[src/core/audio_link_regs.svh]
// Purpose: offsets, field positions, reset values of the audio/link regs
// Assumes: 8-bit register port, byte offsets as printed
// Notes: included by the bank only; the checker and bench use literal values
`ifndef AUDIO_LINK_REGS_SVH
`define AUDIO_LINK_REGS_SVH
`define AUDIO_CFG_ADDR 8'h55
`define LINK_STATUS_ADDR 8'h5A
`define AUDIO_SOURCE_ADDR 8'h60
`define INT_STATUS_ADDR 8'h61
`define INT_CLEAR_ADDR 8'h62
`define INT_ENABLE_ADDR 8'h63
`define AUDIO_CFG_RESET 8'h0C
`define AUDIO_CFG_WMASK 8'hCF
`define AUDIO_SOURCE_RESET 2'h0
`define INT_RESET 6'h00
`define CFG_TDM_EN_BIT 7
`define CFG_PIN_OUT_BIT 6
`define CFG_RST_TYPE_BIT 3
`define CFG_RST_AIF_BIT 2
`define CFG_RST_AVI_BIT 1
`define CFG_RST_ACR_BIT 0
`define SRC_HDMI 2'h0
`define SRC_LOCAL 2'h1
`define INT_FIFO_RESET_BIT 0
`define INT_LINK_READY_BIT 1
`define INT_TX_LOST_BIT 2
`define INT_TMDS_LOST_BIT 3
`define INT_PLL_LOST_BIT 4
`define INT_NO_CLK_BIT 5
`define INT_W 6
`endif

[src/core/audio_link_pkg.sv]
// Purpose: types shared by the audio config and link status bank
// Assumes: nothing beyond the header
// Notes: all uses are scoped, nothing imported
package audio_link_pkg;
  typedef struct packed {
    logic sck;
    logic ws;
    logic [3:0] sd;
  } i2s_t;

  typedef struct packed {
    logic [3:0] audio_type;
    logic [7:0] aif_sum;
    logic [7:0] avi_sum;
    logic [19:0] acr_n;
    logic [19:0] acr_cts;
  } pkt_info_t;

  typedef struct packed {
    logic link_ready;
    logic tx_active;
    logic remote_lock;
    logic input_valid;
    logic mode_entered;
    logic [1:0] port_mode;
    logic tmds_data_recovered;
    logic pll_lock;
    logic no_clk;
    logic input_frequency_settled;
  } status_in_t;
endpackage

[src/core/audio_cfg_link_status_regs.sv]
// Purpose: audio configuration and link/input status register bank
// Assumes: status sources and local i2s pins are asynchronous
// Notes: hdmi packet info and tdm audio come from ref_clk logic
`timescale 1ns/10ps
`default_nettype none
`include "audio_link_regs.svh"
module audio_cfg_link_status_regs
(
  input wire logic ref_clk,
  input wire logic nrst,
  input wire logic [7:0] reg_addr,
  input wire logic [7:0] reg_wdata,
  input wire logic reg_wr,
  input wire logic reg_rd,
  output logic [7:0] reg_rdata,
  input wire audio_link_pkg::status_in_t status_in,
  input wire audio_link_pkg::pkt_info_t pkt_info,
  input wire audio_link_pkg::i2s_t hdmi_i2s,
  input wire audio_link_pkg::i2s_t tdm_i2s,
  input wire audio_link_pkg::i2s_t i2s_pin_in,
  output audio_link_pkg::i2s_t i2s_pin_out,
  output logic [5:0] i2s_pin_oe,
  output logic tdm_conv_en,
  output logic link_clk_from_tdm,
  output audio_link_pkg::i2s_t link_audio,
  output logic fifo_reset,
  output logic irq
);

  localparam int STS_W = $bits(audio_link_pkg::status_in_t);
  localparam int PIN_W = $bits(audio_link_pkg::i2s_t);
  localparam int SYNC_W = STS_W + PIN_W;

  // software state
  logic [7:0] audio_cfg_ff;
  logic [1:0] audio_source_ff;
  logic [`INT_W-1:0] int_status_ff;
  logic [`INT_W-1:0] int_enable_ff;
  logic [7:0] rdata_ff;

  // synchronised inputs
  logic [SYNC_W-1:0] sync_in;
  logic [SYNC_W-1:0] sync1_ff;
  logic [SYNC_W-1:0] sync2_ff;
  logic [SYNC_W-1:0] sync3_ff;
  logic [SYNC_W-1:0] clean_ff;
  audio_link_pkg::status_in_t sts;
  audio_link_pkg::status_in_t sts_prev_ff;
  audio_link_pkg::i2s_t local_i2s;

  // packet change tracking
  audio_link_pkg::pkt_info_t pkt_prev_ff;
  logic pkt_seen_ff;
  logic fifo_reset_ff;

  // audio path
  audio_link_pkg::i2s_t link_audio_ff;
  audio_link_pkg::i2s_t pin_out_ff;
  logic pin_drive_ff;
  logic tdm_en_ff;

  // decode
  wire sel_cfg = reg_addr == `AUDIO_CFG_ADDR;
  wire sel_sts = reg_addr == `LINK_STATUS_ADDR;
  wire sel_src = reg_addr == `AUDIO_SOURCE_ADDR;
  wire sel_ists = reg_addr == `INT_STATUS_ADDR;
  wire sel_iclr = reg_addr == `INT_CLEAR_ADDR;
  wire sel_ien = reg_addr == `INT_ENABLE_ADDR;
  wire wr_cfg = reg_wr && sel_cfg;
  wire wr_src = reg_wr && sel_src;
  wire wr_iclr = reg_wr && sel_iclr;
  wire wr_ien = reg_wr && sel_ien;

  // configuration fields
  wire cfg_tdm_en = audio_cfg_ff[`CFG_TDM_EN_BIT];
  wire cfg_pin_out = audio_cfg_ff[`CFG_PIN_OUT_BIT];
  wire cfg_rst_type = audio_cfg_ff[`CFG_RST_TYPE_BIT];
  wire cfg_rst_aif = audio_cfg_ff[`CFG_RST_AIF_BIT];
  wire cfg_rst_avi = audio_cfg_ff[`CFG_RST_AVI_BIT];
  wire cfg_rst_acr = audio_cfg_ff[`CFG_RST_ACR_BIT];
  wire src_hdmi = audio_source_ff == `SRC_HDMI;
  wire src_local = audio_source_ff == `SRC_LOCAL;

  // the software write side is a plain byte; reserved bits never stick
  wire [7:0] nxt_audio_cfg = wr_cfg ?
    (reg_wdata & `AUDIO_CFG_WMASK) : audio_cfg_ff;
  wire [1:0] nxt_audio_source = wr_src ?
    reg_wdata[1:0] : audio_source_ff;
  wire [`INT_W-1:0] nxt_int_enable = wr_ien ?
    reg_wdata[`INT_W-1:0] : int_enable_ff;

  always_ff @(posedge ref_clk or negedge nrst)
  begin
    if (!nrst)
    begin
      audio_cfg_ff <= `AUDIO_CFG_RESET;
      audio_source_ff <= `AUDIO_SOURCE_RESET;
      int_enable_ff <= `INT_RESET;
    end
    else
    begin
      audio_cfg_ff <= nxt_audio_cfg;
      audio_source_ff <= nxt_audio_source;
      int_enable_ff <= nxt_int_enable;
    end
  end

  // three-stage synchroniser, value moves once stages two and three agree
  assign sync_in = {status_in, i2s_pin_in};

  genvar gi;
  generate
    for (gi = 0; gi < SYNC_W; gi++)
    begin : g_sync
      always_ff @(posedge ref_clk or negedge nrst)
      begin
        if (!nrst)
        begin
          sync1_ff[gi] <= 1'b0;
          sync2_ff[gi] <= 1'b0;
          sync3_ff[gi] <= 1'b0;
          clean_ff[gi] <= 1'b0;
        end
        else
        begin
          sync1_ff[gi] <= sync_in[gi];
          sync2_ff[gi] <= sync1_ff[gi];
          sync3_ff[gi] <= sync2_ff[gi];
          if (sync2_ff[gi] == sync3_ff[gi])
          begin
            clean_ff[gi] <= sync3_ff[gi];
          end
        end
      end
    end
  endgenerate

  assign sts = clean_ff[SYNC_W-1:PIN_W];
  assign local_i2s = clean_ff[PIN_W-1:0];

  // status composition
  wire st_link_ready = sts.link_ready;
  // lock alone is not enough: input and mode must be settled too
  wire st_tx_locked = sts.tx_active && sts.remote_lock
    && sts.input_valid && sts.mode_entered;
  // the mode field is meaningless while unlocked, so it reads 00
  wire [1:0] st_port_mode = st_tx_locked ?
    sts.port_mode : 2'h0;
  wire st_tmds = sts.tmds_data_recovered;
  wire st_pll = sts.pll_lock;
  wire st_no_clk = sts.no_clk;
  wire st_freq = sts.input_frequency_settled;

  wire [7:0] status_word = {
    st_link_ready,
    st_tx_locked,
    st_port_mode,
    st_tmds,
    st_pll,
    st_no_clk,
    st_freq
  };

  logic tx_locked_prev_ff;

  always_ff @(posedge ref_clk or negedge nrst)
  begin
    if (!nrst)
    begin
      sts_prev_ff <= '0;
      tx_locked_prev_ff <= 1'b0;
    end
    else
    begin
      sts_prev_ff <= sts;
      tx_locked_prev_ff <= st_tx_locked;
    end
  end

  // fifo reset on packet content change
  wire type_chg = pkt_info.audio_type != pkt_prev_ff.audio_type;
  wire aif_chg = pkt_info.aif_sum != pkt_prev_ff.aif_sum;
  wire avi_chg = pkt_info.avi_sum != pkt_prev_ff.avi_sum;
  wire acr_chg = (pkt_info.acr_n != pkt_prev_ff.acr_n)
    || (pkt_info.acr_cts != pkt_prev_ff.acr_cts);

  // the first sample after reset only primes the history
  wire rst_by_type = cfg_rst_type && type_chg;
  wire rst_by_aif = cfg_rst_aif && aif_chg;
  wire rst_by_avi = cfg_rst_avi && avi_chg;
  wire rst_by_acr = cfg_rst_acr && acr_chg;
  wire nxt_fifo_reset = pkt_seen_ff &&
    (rst_by_type || rst_by_aif || rst_by_avi || rst_by_acr);

  always_ff @(posedge ref_clk or negedge nrst)
  begin
    if (!nrst)
    begin
      pkt_prev_ff <= '0;
      pkt_seen_ff <= 1'b0;
      fifo_reset_ff <= 1'b0;
    end
    else
    begin
      pkt_prev_ff <= pkt_info;
      pkt_seen_ff <= 1'b1;
      fifo_reset_ff <= nxt_fifo_reset;
    end
  end

  // audio routing
  audio_link_pkg::i2s_t nxt_link_audio;

  // conversion clock wins over any source choice while enabled
  assign nxt_link_audio = tdm_en_ff ? tdm_i2s :
    (src_local ? local_i2s : hdmi_i2s);

  wire nxt_pin_drive = cfg_pin_out && src_hdmi;

  always_ff @(posedge ref_clk or negedge nrst)
  begin
    if (!nrst)
    begin
      tdm_en_ff <= 1'b0;
      link_audio_ff <= '0;
      pin_out_ff <= '0;
      pin_drive_ff <= 1'b0;
    end
    else
    begin
      tdm_en_ff <= cfg_tdm_en;
      link_audio_ff <= nxt_link_audio;
      pin_out_ff <= nxt_pin_drive ? hdmi_i2s : '0;
      pin_drive_ff <= nxt_pin_drive;
    end
  end

  // interrupt events
  wire [`INT_W-1:0] int_event;

  assign int_event[`INT_FIFO_RESET_BIT] = fifo_reset_ff;
  assign int_event[`INT_LINK_READY_BIT] =
    sts.link_ready && !sts_prev_ff.link_ready;
  assign int_event[`INT_TX_LOST_BIT] =
    tx_locked_prev_ff && !st_tx_locked;
  assign int_event[`INT_TMDS_LOST_BIT] =
    sts_prev_ff.tmds_data_recovered && !sts.tmds_data_recovered;
  assign int_event[`INT_PLL_LOST_BIT] =
    sts_prev_ff.pll_lock && !sts.pll_lock;
  assign int_event[`INT_NO_CLK_BIT] =
    sts.no_clk && !sts_prev_ff.no_clk;

  // a new event in the clearing cycle must survive, so set wins
  wire [`INT_W-1:0] int_clr_mask = wr_iclr ?
    reg_wdata[`INT_W-1:0] : `INT_RESET;
  wire [`INT_W-1:0] nxt_int_status =
    (int_status_ff & ~int_clr_mask) | int_event;

  always_ff @(posedge ref_clk or negedge nrst)
  begin
    if (!nrst)
    begin
      int_status_ff <= `INT_RESET;
    end
    else
    begin
      int_status_ff <= nxt_int_status;
    end
  end

  // read side: one cycle latency, unmapped and write-only read zero
  wire [7:0] rd_cfg = sel_cfg ? audio_cfg_ff : 8'h00;
  wire [7:0] rd_sts = sel_sts ? status_word : 8'h00;
  wire [7:0] rd_src = sel_src ? {6'h00, audio_source_ff} : 8'h00;
  wire [7:0] rd_ists = sel_ists ? {2'h0, int_status_ff} : 8'h00;
  wire [7:0] rd_ien = sel_ien ? {2'h0, int_enable_ff} : 8'h00;
  wire [7:0] nxt_rdata = reg_rd ?
    (rd_cfg | rd_sts | rd_src | rd_ists | rd_ien) : 8'h00;

  always_ff @(posedge ref_clk or negedge nrst)
  begin
    if (!nrst)
    begin
      rdata_ff <= 8'h00;
    end
    else
    begin
      rdata_ff <= nxt_rdata;
    end
  end

  // outputs
  assign reg_rdata = rdata_ff;
  assign tdm_conv_en = tdm_en_ff;
  assign link_clk_from_tdm = tdm_en_ff;
  assign link_audio = link_audio_ff;
  assign i2s_pin_out = pin_out_ff;
  // all six lines turn together; partial drive would fight the source
  assign i2s_pin_oe = {PIN_W{pin_drive_ff}};
  assign fifo_reset = fifo_reset_ff;
  assign irq = |(int_status_ff & int_enable_ff);

endmodule
`default_nettype wire

[config.mk]
export PLATFORM = sky130hd
export DESIGN_NAME = audio_cfg_link_status_regs
export DESIGN_NICKNAME = d
export VERILOG_FILES = /design/src/core/audio_link_pkg.sv /design/src/core/audio_cfg_link_status_regs.sv
export VERILOG_INCLUDE_DIRS = /design/src /design/src/core
export SDC_FILE = /design/constraint.sdc
export NUM_CORES = 1
export LEC_CHECK = 0
export BUFFER_PORTS_ARGS = -buffer_cell sky130_fd_sc_hd__buf_2
export CAP_MARGIN = 10
export CELL_PAD_IN_SITES_DETAIL_PLACEMENT = 1
export CELL_PAD_IN_SITES_GLOBAL_PLACEMENT = 1
export CORE_UTILIZATION = 40
export CTS_CLUSTER_DIAMETER = 30
export DETAILED_ROUTE_END_ITERATION = 8
export PLACE_DENSITY = 0.82
export REMOVE_ABC_BUFFERS = 1
export SYNTH_ARGS = -nofsm -noshare
export SYNTH_HDL_FRONTEND = slang
export SYNTH_SLANG_ARGS = --single-unit
[constraint.sdc]
create_clock -name ref_clk -period 1.6 [get_ports ref_clk]
set_input_delay 0.24 -clock ref_clk [delete_from_list [all_inputs] [get_ports ref_clk]]
set_output_delay 0.24 -clock ref_clk [all_outputs]
set_load 0.02 [all_outputs]
==> metrics.md, run 1 <==
| Metric | Value |
|---|---|
| Fraction of layout cells with a size suffix above 1 | about 34% |
| Most used DFF post-synth | dfrtp_1 |
| Final #Nets | about 730 |
| Num ports | about 140 |
| Fmax achieved | 0.597 GHz |
| DRC Markers | 0 |
| DR pass1 iterations | 4 |
| Grt met1 use | between 20% and 30% |
| Final min period | around 1.7 ns |
| EDFF count, synth | 0 |
| Final Hold Violating Endpoints | 0 |
| Die Y | approximately 130 um |
| Post-DR wirelength/cell | around 18 um |
| Adder-cell share of the synthesized area | 2.77% |
| Total global-route track usage | about a fifth |
| First-pass GRT wire length | 24500 um |
| DR vias | 3974 |
| Highest-count cells in the layout ignoring fill and taps | 175 x dfrtp_1, 136 x buf_2, 78 x dlygate4sd3_1 |
| Synth-to-layout area growth | 39.0% |
| Crit-path cells | xor2_1, nor4_2, nand4_1, o41ai_2, a41oi_1 |
| Placer Congestion | ~0.8 |
| Status | finished with violations |
| RSZ-0062 raised after global routing | yes |
| Leakage | between 3 and 4 nW |
| Top cell family by delay on the critical path | simple AND/OR/NAND/NOR gates |
| Crit start category | flip-flop |
| Mapped cell area | 6140 um^2 |
| Critical Path RT | approximately 1.9 ns |
| CTS Sinks | between 150 and 200 |
| Port Buf Inserts | approximately 140 |
| Main combinational cell family by area after synthesis | XOR/XNOR gates |
| Fin crit share | 105% |
| Vias/cell | 4.83 |
| Register area share after synthesis | between 70 and 80% |
| Core Area | ~15000 um^2 |
| Initial DRC count | 138 |
| Hold_ws | about 0.026 ns |
| H-tree Lvls | 4 |
| Site row count | 44 |
| Max clock buf depth | 2 |
| Crit-path slowest cell | dfrtp_1 |
| Crit Path Max Fanout | 1 |
| Failing checks | negative setup slack |
| Post-route antenna net violation count | 0 |
| Commonest non-fill, non-tap cell in the layout | dfrtp_1 |
| Synth Area per Inst | about 16 um^2 |
| Finished Layout Cells | 822 |
| Synth Area in Compound Gates | ~4.4% |
| M2 GR Usage | a little under two fifths |
| Critical Path Max Stage Delay | about 0.4 ns |
| Cts bufs inserted | 17 |
| WP data arrival | approximately 2 ns |
| MaxCap Viol Count | 0 |
| Clk slew on worst S/H paths | 0.07 ns |
| Total gr overflow | 0 |
| Proportion of synthesized area in mux cells | ~4% |
| Grt met3 use | around 4.2% |
| Clk_lat worst skew | ~0.42 ns |
| Busiest grt layer | met2 |
| Starting density of the core | 41.6% |
| Worst Path Buf+Inv | 0 |
| Final setup viols | 1 |
| Synth Area in XOR/XNOR | 8.56% |
| Placed cells | roughly 710 |
| Die ar. | around 16000 um^2 |
| Ys async rst share | 100% |
| Hpwl dp | between 9000 and 10000 um |
| #FFs+latches synth | between 150 and 200 |
| FILL cells | roughly 1500 |
| Setup CP Type | reg -> reg |
| Setup WS post-layout | -0.0757 ns |
| Clock root cell | clkbuf_16 |
| Die Wd | 126 um |
| Pwr Density | about 1100 nW/um^2 |
| Vias in the first global route | ~4600 |
| Routed wire length | approximately 15000 um |
| CTS tree | done |
| Worst Skew | around 0.0076 ns |
| Hold WC Path Type | in -> reg |
| Largest net degree at the start of global routing | between 50 and 60 |
| Synth Area in Simple Gates | about 6.1% |
| Ys Warns | 0 |
| Synth unique cells | between 40 and 50 |
| Register area | approximately 4400 um^2 |
| Area of the multi-input gates | approximately 1600 um^2 |
| Gate Count Post-Synth | between 300 and 400 |
| Antenna violations before repair | 1 |
| Maximum vdd ir drop | 745 uV |
| Worst setup EP type | flip-flop |
| Final Max Slew Viols | 0 |
-- sequential cells by signal (all words and copies together) (netlist names), 6 cells and up --
signal	cells
int_status_ff	6
sync2_ff	17
sync3_ff	17
pkt_prev_ff	60
audio_cfg_ff	6
int_enable_ff	6
i2s_pin_out	6
reg_rdata	8
link_audio	6
sync1_ff	17
clean_ff	12
-- worst reg2reg max path: stages (launching register included) --
cell and delay, ns:
dfrtp_1 0.40, xor2_1 0.20, nor4_2 0.31, nand4_1 0.17, o41ai_2 0.30, a41oi_1 0.16
-- what timing repair did --
action	4_1_cts	5_1_grt
endpoints found under the setup margin	2	2
hold buffers	78	0
hold endpoints to repair	104	0
resized for setup	4	8
setup buffers	0	3
cloned	0	0
pin swaps	4	3
-- layout make-up --
cell class | count | share of cell area, %
Antenna cell | 1 | 0.0293
Clock buffer | 17 | 4.99
Clock inverter | 15 | 1.75
Inverter | 6 | 0.264
Multi-Input combinational cell | 192 | 19.3
Sequential cell | 177 | 51.9
Tap cell | 184 | 2.70
Timing Repair Buffer | 230 | 19.1
-- per-layer routing --
metal  up-vias  share of wire, %
met4         0               2.0
met5         -                 0
li1       1797                 -
met1      2035                39
met3        22               3.7
met2       120                55
-- cells in the mapped netlist, types with 3 or more instances --
library cell  instances  area (um^2)
dfrtp_1             175         4380
xor2_1               36          315
xnor2_1              24          210
maj3_1               17          170
nand2_1              17         63.8
buf_4                 8         60.1
mux2_2                8         90.1
nand4_1               8         50.1
nor4_1                8         50.1
o21ai_0               8         40.0
a22oi_1               7         52.6
and2_1                6         37.5
inv_1                 6         22.5
mux2_4                6         90.1
mux2i_1               6         60.1
a22o_1                5         43.8
nor2b_1               5         31.3
a21boi_1              4         30.0
a222oi_1              4         40.0
clkbuf_1              3         11.3
-- metrics by stage --
step / setup TNS, ns / cell area [um^2] / worst slack [ns] / total power, mW / util (%)
after floorplan: 0 / 6040 / 0.141 / 5.18 / -
after global placement: -0.0383 / 7090 / -0.0383 / 5.56 / 48.0
after detailed placement: -0.0796 / 7090 / -0.0681 / 5.61 / 48.0
after CTS: -0.0148 / 8460 / -0.0148 / 9.85 / 57.4
after global routing: -0.112 / 8530 / -0.102 / 10.2 / 57.8
final: -0.0757 / 8530 / -0.0757 / 9.78 / 57.8
-- power breakdown --
group / internal (mW) / leakage (nW) / switching [mW]
Combinational: 0.448 / 1.56 / 0.402
Sequential: 4.72 / 2.11 / 0.149
Clock: 2.19 / 0.271 / 1.87
Total: 7.36 / 3.95 / 2.42
-- path summary, 6_finish.rpt --
path | slack (ns) | to | from | cells past startpoint
min reg2reg | 0.35 | sync2_ff[3]$_DFF_PN0_ | sync1_ff[3]$_DFF_PN0_ | 0
min in group asynchronous | 0.27 | reg_rdata[2]$_DFF_PN0_ | nrst | 2
min | 0.03 | link_audio[1]$_DFF_PN0_ | tdm_i2s[1] | 3
max reg2reg | -0.08 | fifo_reset$_DFF_PN0_ | pkt_prev_ff[5]$_DFF_PN0_ | 5
max | -0.08 | fifo_reset$_DFF_PN0_ | pkt_prev_ff[5]$_DFF_PN0_ | 5
max in group asynchronous | 0.76 | sync3_ff[1]$_DFF_PN0_ | nrst | 3
-- cell families (layout without fill, tap and decap cells) --
kind of cell,count (synthesis),in the layout
DFF,177,177
xor gates and xnor gates,60,60
and+or+nand+nor,58,58
AOI/OAI and AO/OA,36,36
buffers and inverters,21,268
muxes,20,20
adders and majority gates,17,17
other,1,2
Note: power is estimated with default switching activity, not from simulation.
==> run 2, diff against run 1 <==
- SETUP_SLACK_MARGIN: not set -> 0.4
==> run 2 against run 1 <==
Effect of this change: the flow still finishes with violations (negative setup slack); non-clock buffer count rose by 5; core utilization rose by 1.5 points; cell count rose by 0.73%; highest routed layer unchanged; worst setup slack got worse by 0.018 ns; largest power group unchanged; count of clock-buffer cells in the layout did not move; critical path depth did not move; register-to-register slack got worse by 0.02 ns; total power rose by 0.55%; sequential share of layout area fell by 1.3 points; largest cell class unchanged; sequential power barely moved; worst hold slack improved by 0.0026 ns; fmax fell by 1.1%.
==> metrics.md, run 2 (synthesis results as in run 1) <==
| Metric | Value |
|---|---|
| Status | finished with violations |
| Failing checks | negative setup slack |
| WP data arrival | 1.97 ns (about the same) |
| CTS Sinks | 177 (unchanged) |
| Initial DRC count | 88 (-36%) |
| Crit start category | flip-flop |
| Largest net degree at the start of global routing | 53 (unchanged) |
| Final Instance Area | 8750 um^2 (+2.6%) |
| First-pass GRT wire length | 24700 um (+0.73%) |
| Clock root cell | clkbuf_16 |
| Sequential share of power | 49.6% (-0.2 points) |
| Vias/cell | 4.83 (-0.15%) |
| Hold EP | link_audio[1]$_DFF_PN0_ |
| Fraction of layout cells with a size suffix above 1 | 35.0% (+0.98 points) |
| Site row count | 44 (unchanged) |
| Setup TNS Final | -0.0939 ns (-0.0182 ns) |
| Starting density of the core | 41.6% (unchanged) |
| Final #Nets | 738 (+0.68%) |
| Crit-path slowest cell | dfrtp_1 |
| R2R Setup Slk | -0.09 ns (-0.02 ns) |
| Final min period | 1.69 ns (+0.0182 ns) |
| Hold WC Path Type | in -> reg |
| Top cell family by delay on the critical path | simple AND/OR/NAND/NOR gates |
| Highest-count cells in the layout ignoring fill and taps | 173 x dfrtp_1, 108 x buf_2, 78 x dlygate4sd3_1 |
| Die Y | 126 um (unchanged) |
| Clk pwr share | 41.3% (-0.2 points) |
| Switching Share | 24.7% (about the same) |
| Setup WS post-layout | -0.0939 ns (-0.0182 ns) |
| Fmax achieved | 0.590 GHz (-1.1%) |
| Die ar. | 15800 um^2 (unchanged) |
| Critical Path RT | 1.88 ns (about the same) |
| Post-route antenna net violation count | 0 (unchanged) |
| Worst Skew | 0.00671 ns (-0.000861 ns) |
| Antenna violations before repair | 1 (unchanged) |
| Leakage | 4.00 nW (+1.4%) |
| Internal power | 7.40 mW (+0.56%) |
| Total gr overflow | 0 (unchanged) |
| Maximum vdd ir drop | 796 uV (+6.8%) |
| Post-DR wirelength/cell | 18.7 um (+2.0%) |
| Num ports | 139 (unchanged) |
| Worst r2r dst | fifo_reset$_DFF_PN0_ |
| FILL cells | 1433 (-1.8%) |
| Clk_lat worst skew | 0.42 ns (about the same) |
| H-tree Lvls | 4 (unchanged) |
| RSZ-0062 raised after global routing | yes |
| Synth-to-layout area growth | 42.6% |
| Placer Congestion | 0.778 (unchanged) |
| Largest register FFs | 60 (unchanged) |
| DR pass1 iterations | 4 (unchanged) |
| Origin of the critical flop-to-flop path | pkt_prev_ff[28]$_DFF_PN0_ |
| Placed Area | 7090 um^2 (unchanged) |
| Finished Core Util | 59.3% (+1.5 points) |
| Fin crit share | 106% (+1.1 points) |
| Commonest non-fill, non-tap cell in the layout | dfrtp_1 |
| CTS tree | done |
| Hpwl dp | 9180 um (unchanged) |
| Worst reg-to-reg path cell count | 5 (unchanged) |
| Final Hold Violating Endpoints | 0 (unchanged) |
| Startpoint of the worst hold path | tdm_i2s[1] |
| Max clock buf depth | 2 (unchanged) |
| Worst setup EP type | flip-flop |
| Hold path cells | 3 (unchanged) |
| Switching pwr | 2.43 mW (+0.51%) |
| Port Buf Inserts | 138 (unchanged) |
| DR vias | 3997 (+0.58%) |
| Crit Path Max Fanout | 1 (unchanged) |
| MaxCap Viol Count | 0 (unchanged) |
| Worst Path Buf+Inv | 0 (unchanged) |
| Final setup viols | 1 (unchanged) |
| Core Area | 14800 um^2 (unchanged) |
| Total global-route track usage | 20.9% (+0.24 points) |
| Clk slew on worst S/H paths | 0.07 ns (about the same) |
| Setup CP Type | reg -> reg |
| DRC Markers | 0 (unchanged) |
| Pwr Density | 1120 nW/um^2 (-2.0%) |
| Critical Path Max Stage Delay | 0.39 ns (about the same) |
| Cts bufs inserted | 17 (unchanged) |
| Routed wire length | 15500 um (+2.8%) |
| Combinational share of power | 9.1% (+0.4 points) |
| Final Max Slew Viols | 0 (unchanged) |
| Largest register by flop count | pkt_prev_ff |
| Crit-path cells | xor2_1, nor4_1, nand4_1, o41ai_2, a41oi_1 |
| Die Wd | 126 um (unchanged) |
| Vias in the first global route | 4746 (+2.3%) |
## run 2: timing repair
item | 4_1_cts | 5_1_grt
gates cloned | 0 | 0
endpoints found under the setup margin | 21 | 48
gates resized for setup | 46 | 27
pin swaps | 5 | 12
buffers inserted | 4 | 4
hold buffers | 78 | 0
hold endpoints to repair | 104 | 0
## run 2: power by group through the flow
stage | Sequential [mW] | Combinational, mW | Clock [mW]
6_report | 4.87 | 0.899 | 4.06
2_1_floorplan | 4.94 | 0.242 | 0
5_1_grt | 4.90 | 0.984 | 4.34
3_3_place_gp | 4.93 | 0.624 | 0
3_5_place_dp | 4.95 | 0.662 | 0
4_1_cts | 4.87 | 0.861 | 4.15
## run 2: routing by layer
metal	routed length, um	vias to the layer above	global-route usage (%)
met2	8670	124	38.9
met4	312	0	8.72
li1	-	1812	-
met1	5940	2035	23.2
met5	0	-	0
met3	578	26	4.33
## run 2: stage by stage
stage / cells / power (mW) / hold slack [ns] / setup slack (ns)
detailed placement: 708 / 5.61 / 0.151 / -0.0681
global placement: 708 / 5.56 / 0.146 / -0.0383
global route: 827 / 10.2 / 0.0263 / -0.161
floorplan: 375 / 5.18 / -0.0556 / 0.141
CTS: 822 / 9.89 / 0.00707 / -0.0148
finish: 828 / 9.84 / 0.0287 / -0.0939
## run 2: worst reg2reg max path, cell delays in order, from the launching register on
cell	delay, ns
dfrtp_1	0.39
xor2_1	0.15
nor4_1	0.31
nand4_1	0.23
o41ai_2	0.33
a41oi_1	0.15
## run 2: cell type report
class,count,area (um^2),share of cell area [%]
Antenna cell,2,5.00,0.0572
Clock buffer,17,425,4.86
Sequential cell,177,4430,50.7
Clock inverter,15,149,1.70
Multi-Input combinational cell,192,1650,18.8
Timing Repair Buffer,235,1840,21.0
Inverter,6,22.5,0.257
Tap cell,184,230,2.63
## run 2: worst max-delay path by stage
stage                              start                            to  slack (ns)  depth (start not counted)
2_1_floorplan                reg_addr[7]  int_enable_ff[0]$_DFFE_PN0P_        0.14                          5
3_3_place_gp   pkt_prev_ff[39]$_DFF_PN0_          fifo_reset$_DFF_PN0_       -0.04                          5
4_1_cts        pkt_prev_ff[11]$_DFF_PN0_          fifo_reset$_DFF_PN0_       -0.01                          5
5_1_grt        pkt_prev_ff[38]$_DFF_PN0_          fifo_reset$_DFF_PN0_       -0.16                          5
6_report       pkt_prev_ff[28]$_DFF_PN0_          fifo_reset$_DFF_PN0_       -0.09                          5
3_5_place_dp   pkt_prev_ff[39]$_DFF_PN0_          fifo_reset$_DFF_PN0_       -0.07                          5
==> run 3, diff against run 2 <==
- ABC_AREA: not set -> 1
- BUFFER_PORTS_ARGS: -buffer_cell sky130_fd_sc_hd__buf_2 -> -buffer_cell sky130_fd_sc_hd__buf_4
- CORE_UTILIZATION: 40 -> 42
- PLACE_DENSITY: 0.82 -> 0.88
==> run 3 against run 2 <==
Effect of this change: the run still ends with negative setup slack left; highest routed layer unchanged; register-to-register slack better by 0.34 ns; die area is 1.2% higher; clock power is 5.7% higher; largest cell class unchanged; worst hold slack better by 0.011 ns; via count is 26% higher; critical path type is now reg -> out; sequential power hardly changed.
==> metrics.md, run 3 <==
| Metric | Value |
|---|---|
| Status | finished with violations |
| Failing checks | negative setup slack |
| Synth Area per Inst | 11.2 um^2 (-29%) |
| Largest net degree at the start of global routing | 44 (-17%) |
| Register area share after synthesis | 67.9% (-4.3 points) |
| Synth cell count leaders | 175 x dfrtp_1, 125 x nand2_1, 91 x inv_1, 43 x nor2_1, 36 x xnor2_1 |
| Fraction of layout cells with a size suffix above 1 | 29.7% (-5.3 points) |
| Number of diodes | 0 (-2) |
| Synth Area in XOR/XNOR | 4.97% (-3.6 points) |
| Placed Area | 7830 um^2 (+11%) |
| Critical Path RT | 1.36 ns (-0.52 ns) |
| Synth unique cells | 34 (-21%) |
| Fin crit share | 108% (+1.8 points) |
| Most used DFF post-synth | dfrtp_1 |
| Setup TNS Final | -0.123 ns (-0.0287 ns) |
| Largest area contributor in the netlist | dfrtp_1 |
| Die Wd | 127 um (+0.62%) |
| Clk slew on worst S/H paths | 0.07 ns (about the same) |
| Mapped cell area | 6520 um^2 (+6.3%) |
| Port Buf Inserts | 138 (unchanged) |
| Hold WC Path Type | in -> reg |
| Setup CP Type | reg -> out |
| Crit Path Max Fanout | 2 (+1) |
| Post-DR wirelength/cell | 18.2 um (-2.8%) |
| Starting density of the core | 42.9% (+1.3 points) |
| Highest-count cells in the layout ignoring fill and taps | 174 x dfrtp_1, 129 x buf_4, 121 x nand2_1 |
| Final setup viols | 1 (unchanged) |
| Die ar. | 16000 um^2 (+1.2%) |
| Hpwl dp | 11400 um (+24%) |
| Num ports | 139 (unchanged) |
| Maximum vdd ir drop | 745 uV (-6.4%) |
| Largest register by flop count | pkt_prev_ff |
| Max clock buf depth | 2 (unchanged) |
| Synth-to-layout area growth | 46.5% |
| Core Area | 15200 um^2 (+3.0%) |
| Placer Congestion | 0.807 (+3.7%) |
| Initial DRC count | 210 (+140%) |
| Final Instance Area | 9560 um^2 (+9.2%) |
| Final #Nets | 942 (+28%) |
| MaxCap Viol Count | 0 (unchanged) |
| WP data arrival | 1.48 ns (-0.49 ns) |
| Routed wire length | 18800 um (+21%) |
| Vias in the first global route | 5838 (+23%) |
| Adder-cell share of the synthesized area | 2.61% (-0.16 points) |
| Top cells by area, synth | dfrtp_1 67%, nand2_1 7.2%, inv_1 5.2% |
| Main combinational cell family by area after synthesis | simple AND/OR/NAND/NOR gates |
| Total global-route track usage | 24.7% (+3.7 points) |
| Worst setup EP type | output pin |
| Final Max Slew Viols | 0 (unchanged) |
| FILL cells | 1572 (+9.7%) |
| Count leader, synth | dfrtp_1 |
| Synth Area in Compound Gates | 4.49% (+0.043 points) |
| Site row count | 45 (+2.3%) |
| Finished Core Util | 62.9% (+3.6 points) |
| Clk_lat worst skew | 0.43 ns (about the same) |
| Setup WS pre-CTS | 0.0338 ns (+0.102 ns) |
| CTS tree | done |
| Pwr Density | 1090 nW/um^2 (-3.1%) |
| H-tree Lvls | 4 (unchanged) |
| Antenna violations before repair | 0 (-1) |
| Fmax achieved | 0.581 GHz (-1.7%) |
| Hold_ws | 0.0399 ns (+0.0112 ns) |
| RSZ-0062 raised after global routing | yes |
| Post-route antenna net violation count | 0 (unchanged) |
| Post-synth top area share | 67.1% (-4.2 points) |
| Vias/cell | 4.88 (+1.2%) |
| DRC Markers | 0 (unchanged) |
| Setup WS post-layout | -0.123 ns (-0.0287 ns) |
| EDFF count, synth | 0 (unchanged) |
| Die Y | 127 um (+0.62%) |
| Ys async rst share | 100% (unchanged) |
| Leakage | 4.68 nW (+17%) |
| DR pass1 iterations | 4 (unchanged) |
| Ys Warns | 0 (unchanged) |
| Largest register FFs | 60 (unchanged) |
| Final min period | 1.72 ns (+0.0287 ns) |
| Cts bufs inserted | 17 (unchanged) |
| Synth Area in Simple Gates | 13.3% (+7.2 points) |
| Worst Skew | 0.0143 ns (+0.00760 ns) |
| Commonest non-fill, non-tap cell in the layout | dfrtp_1 |
| Proportion of synthesized area in mux cells | 0.173% (-3.7 points) |
| First-pass GRT wire length | 29400 um (+19%) |
| Final Hold Violating Endpoints | 0 (unchanged) |
| #FFs+latches synth | 177 (unchanged) |
| Total gr overflow | 0 (unchanged) |
| Clock root cell | clkbuf_16 |
| DR vias | 5044 (+26%) |
| Crit start category | flip-flop |
| Gate Count Post-Synth | 584 (+50%) |
| CTS Sinks | 177 (unchanged) |
run 3: final cells by class:
type                    instances  area [um^2]  share of cell area, %
inverters                      92          353                   3.69
flip-flops and latches        177         4430                   46.4
clock buffers                  24          512                   5.35
repair buffers                240         2150                   22.5
multi-input cells             305         1780                   18.6
well taps                     188          235                   2.46
clock inverters                 7         97.6                   1.02
run 3: worst paths after layout:
check                                             startpoint                          end  slack, ns  cells after the start
worst min register to register         sync1_ff[9]$_DFF_PN0_        sync2_ff[9]$_DFF_PN0_       0.35                      0
worst min-delay path                            reg_wdata[6]  audio_cfg_ff[6]$_DFFE_PN0P_       0.04                      3
max in group asynchronous                               nrst    pkt_prev_ff[48]$_DFF_PN0_       0.70                      3
min in group asynchronous                               nrst       reg_rdata[5]$_DFF_PN0_       0.31                      2
worst max-delay path            int_enable_ff[1]$_DFFE_PN0P_                          irq      -0.12                      5
worst max register to register     pkt_prev_ff[25]$_DFF_PN0_         fifo_reset$_DFF_PN0_       0.25                      8
run 3: where the power goes:
part / total (mW) / switching, mW / internal, mW
Combinational: 1.21 / 0.575 / 0.638
Clock: 4.29 / 1.74 / 2.55
Sequential: 4.90 / 0.162 / 4.74
Total: 10.4 / 2.47 / 7.93
run 3: repair_timing:
item,4_1_cts,5_1_grt
hold endpoints to repair,111,0
resized for setup,33,33
setup buffers,4,10
hold buffers,78,0
cloned,0,0
pin swaps,17,18
setup endpoints to repair,20,53
run 3: critical path, cell delays in order (launching register included):
cell	delay, ns
dfrtp_1	0.39
inv_2	0.07
o22ai_2	0.09
a221oi_2	0.18
o211ai_1	0.13
buf_4	0.18
run 3: routing by layer:
layer	share of wire (%)	wire (um)	GRT usage [%]
met5	0	0	0
met4	3.2	595	11.0
met3	4.8	898	5.95
met1	37	7010	25.8
met2	55	10300	46.6
run 3: logic make-up after synthesis:
logic type / Yosys count
AOI/OAI and AO/OA: 44
xor gates and xnor gates: 37
adders and majority gates: 17
buffers and inverters: 102
DFF: 177
muxes: 1
other: 1
and+or+nand+nor: 205
run 3: through the flow:
stage	total power, mW	std cells
2_1_floorplan	5.32	574
3_3_place_gp	5.82	910
3_5_place_dp	5.91	910
4_1_cts	10.4	1023
5_1_grt	10.8	1033
6_report	10.4	1033
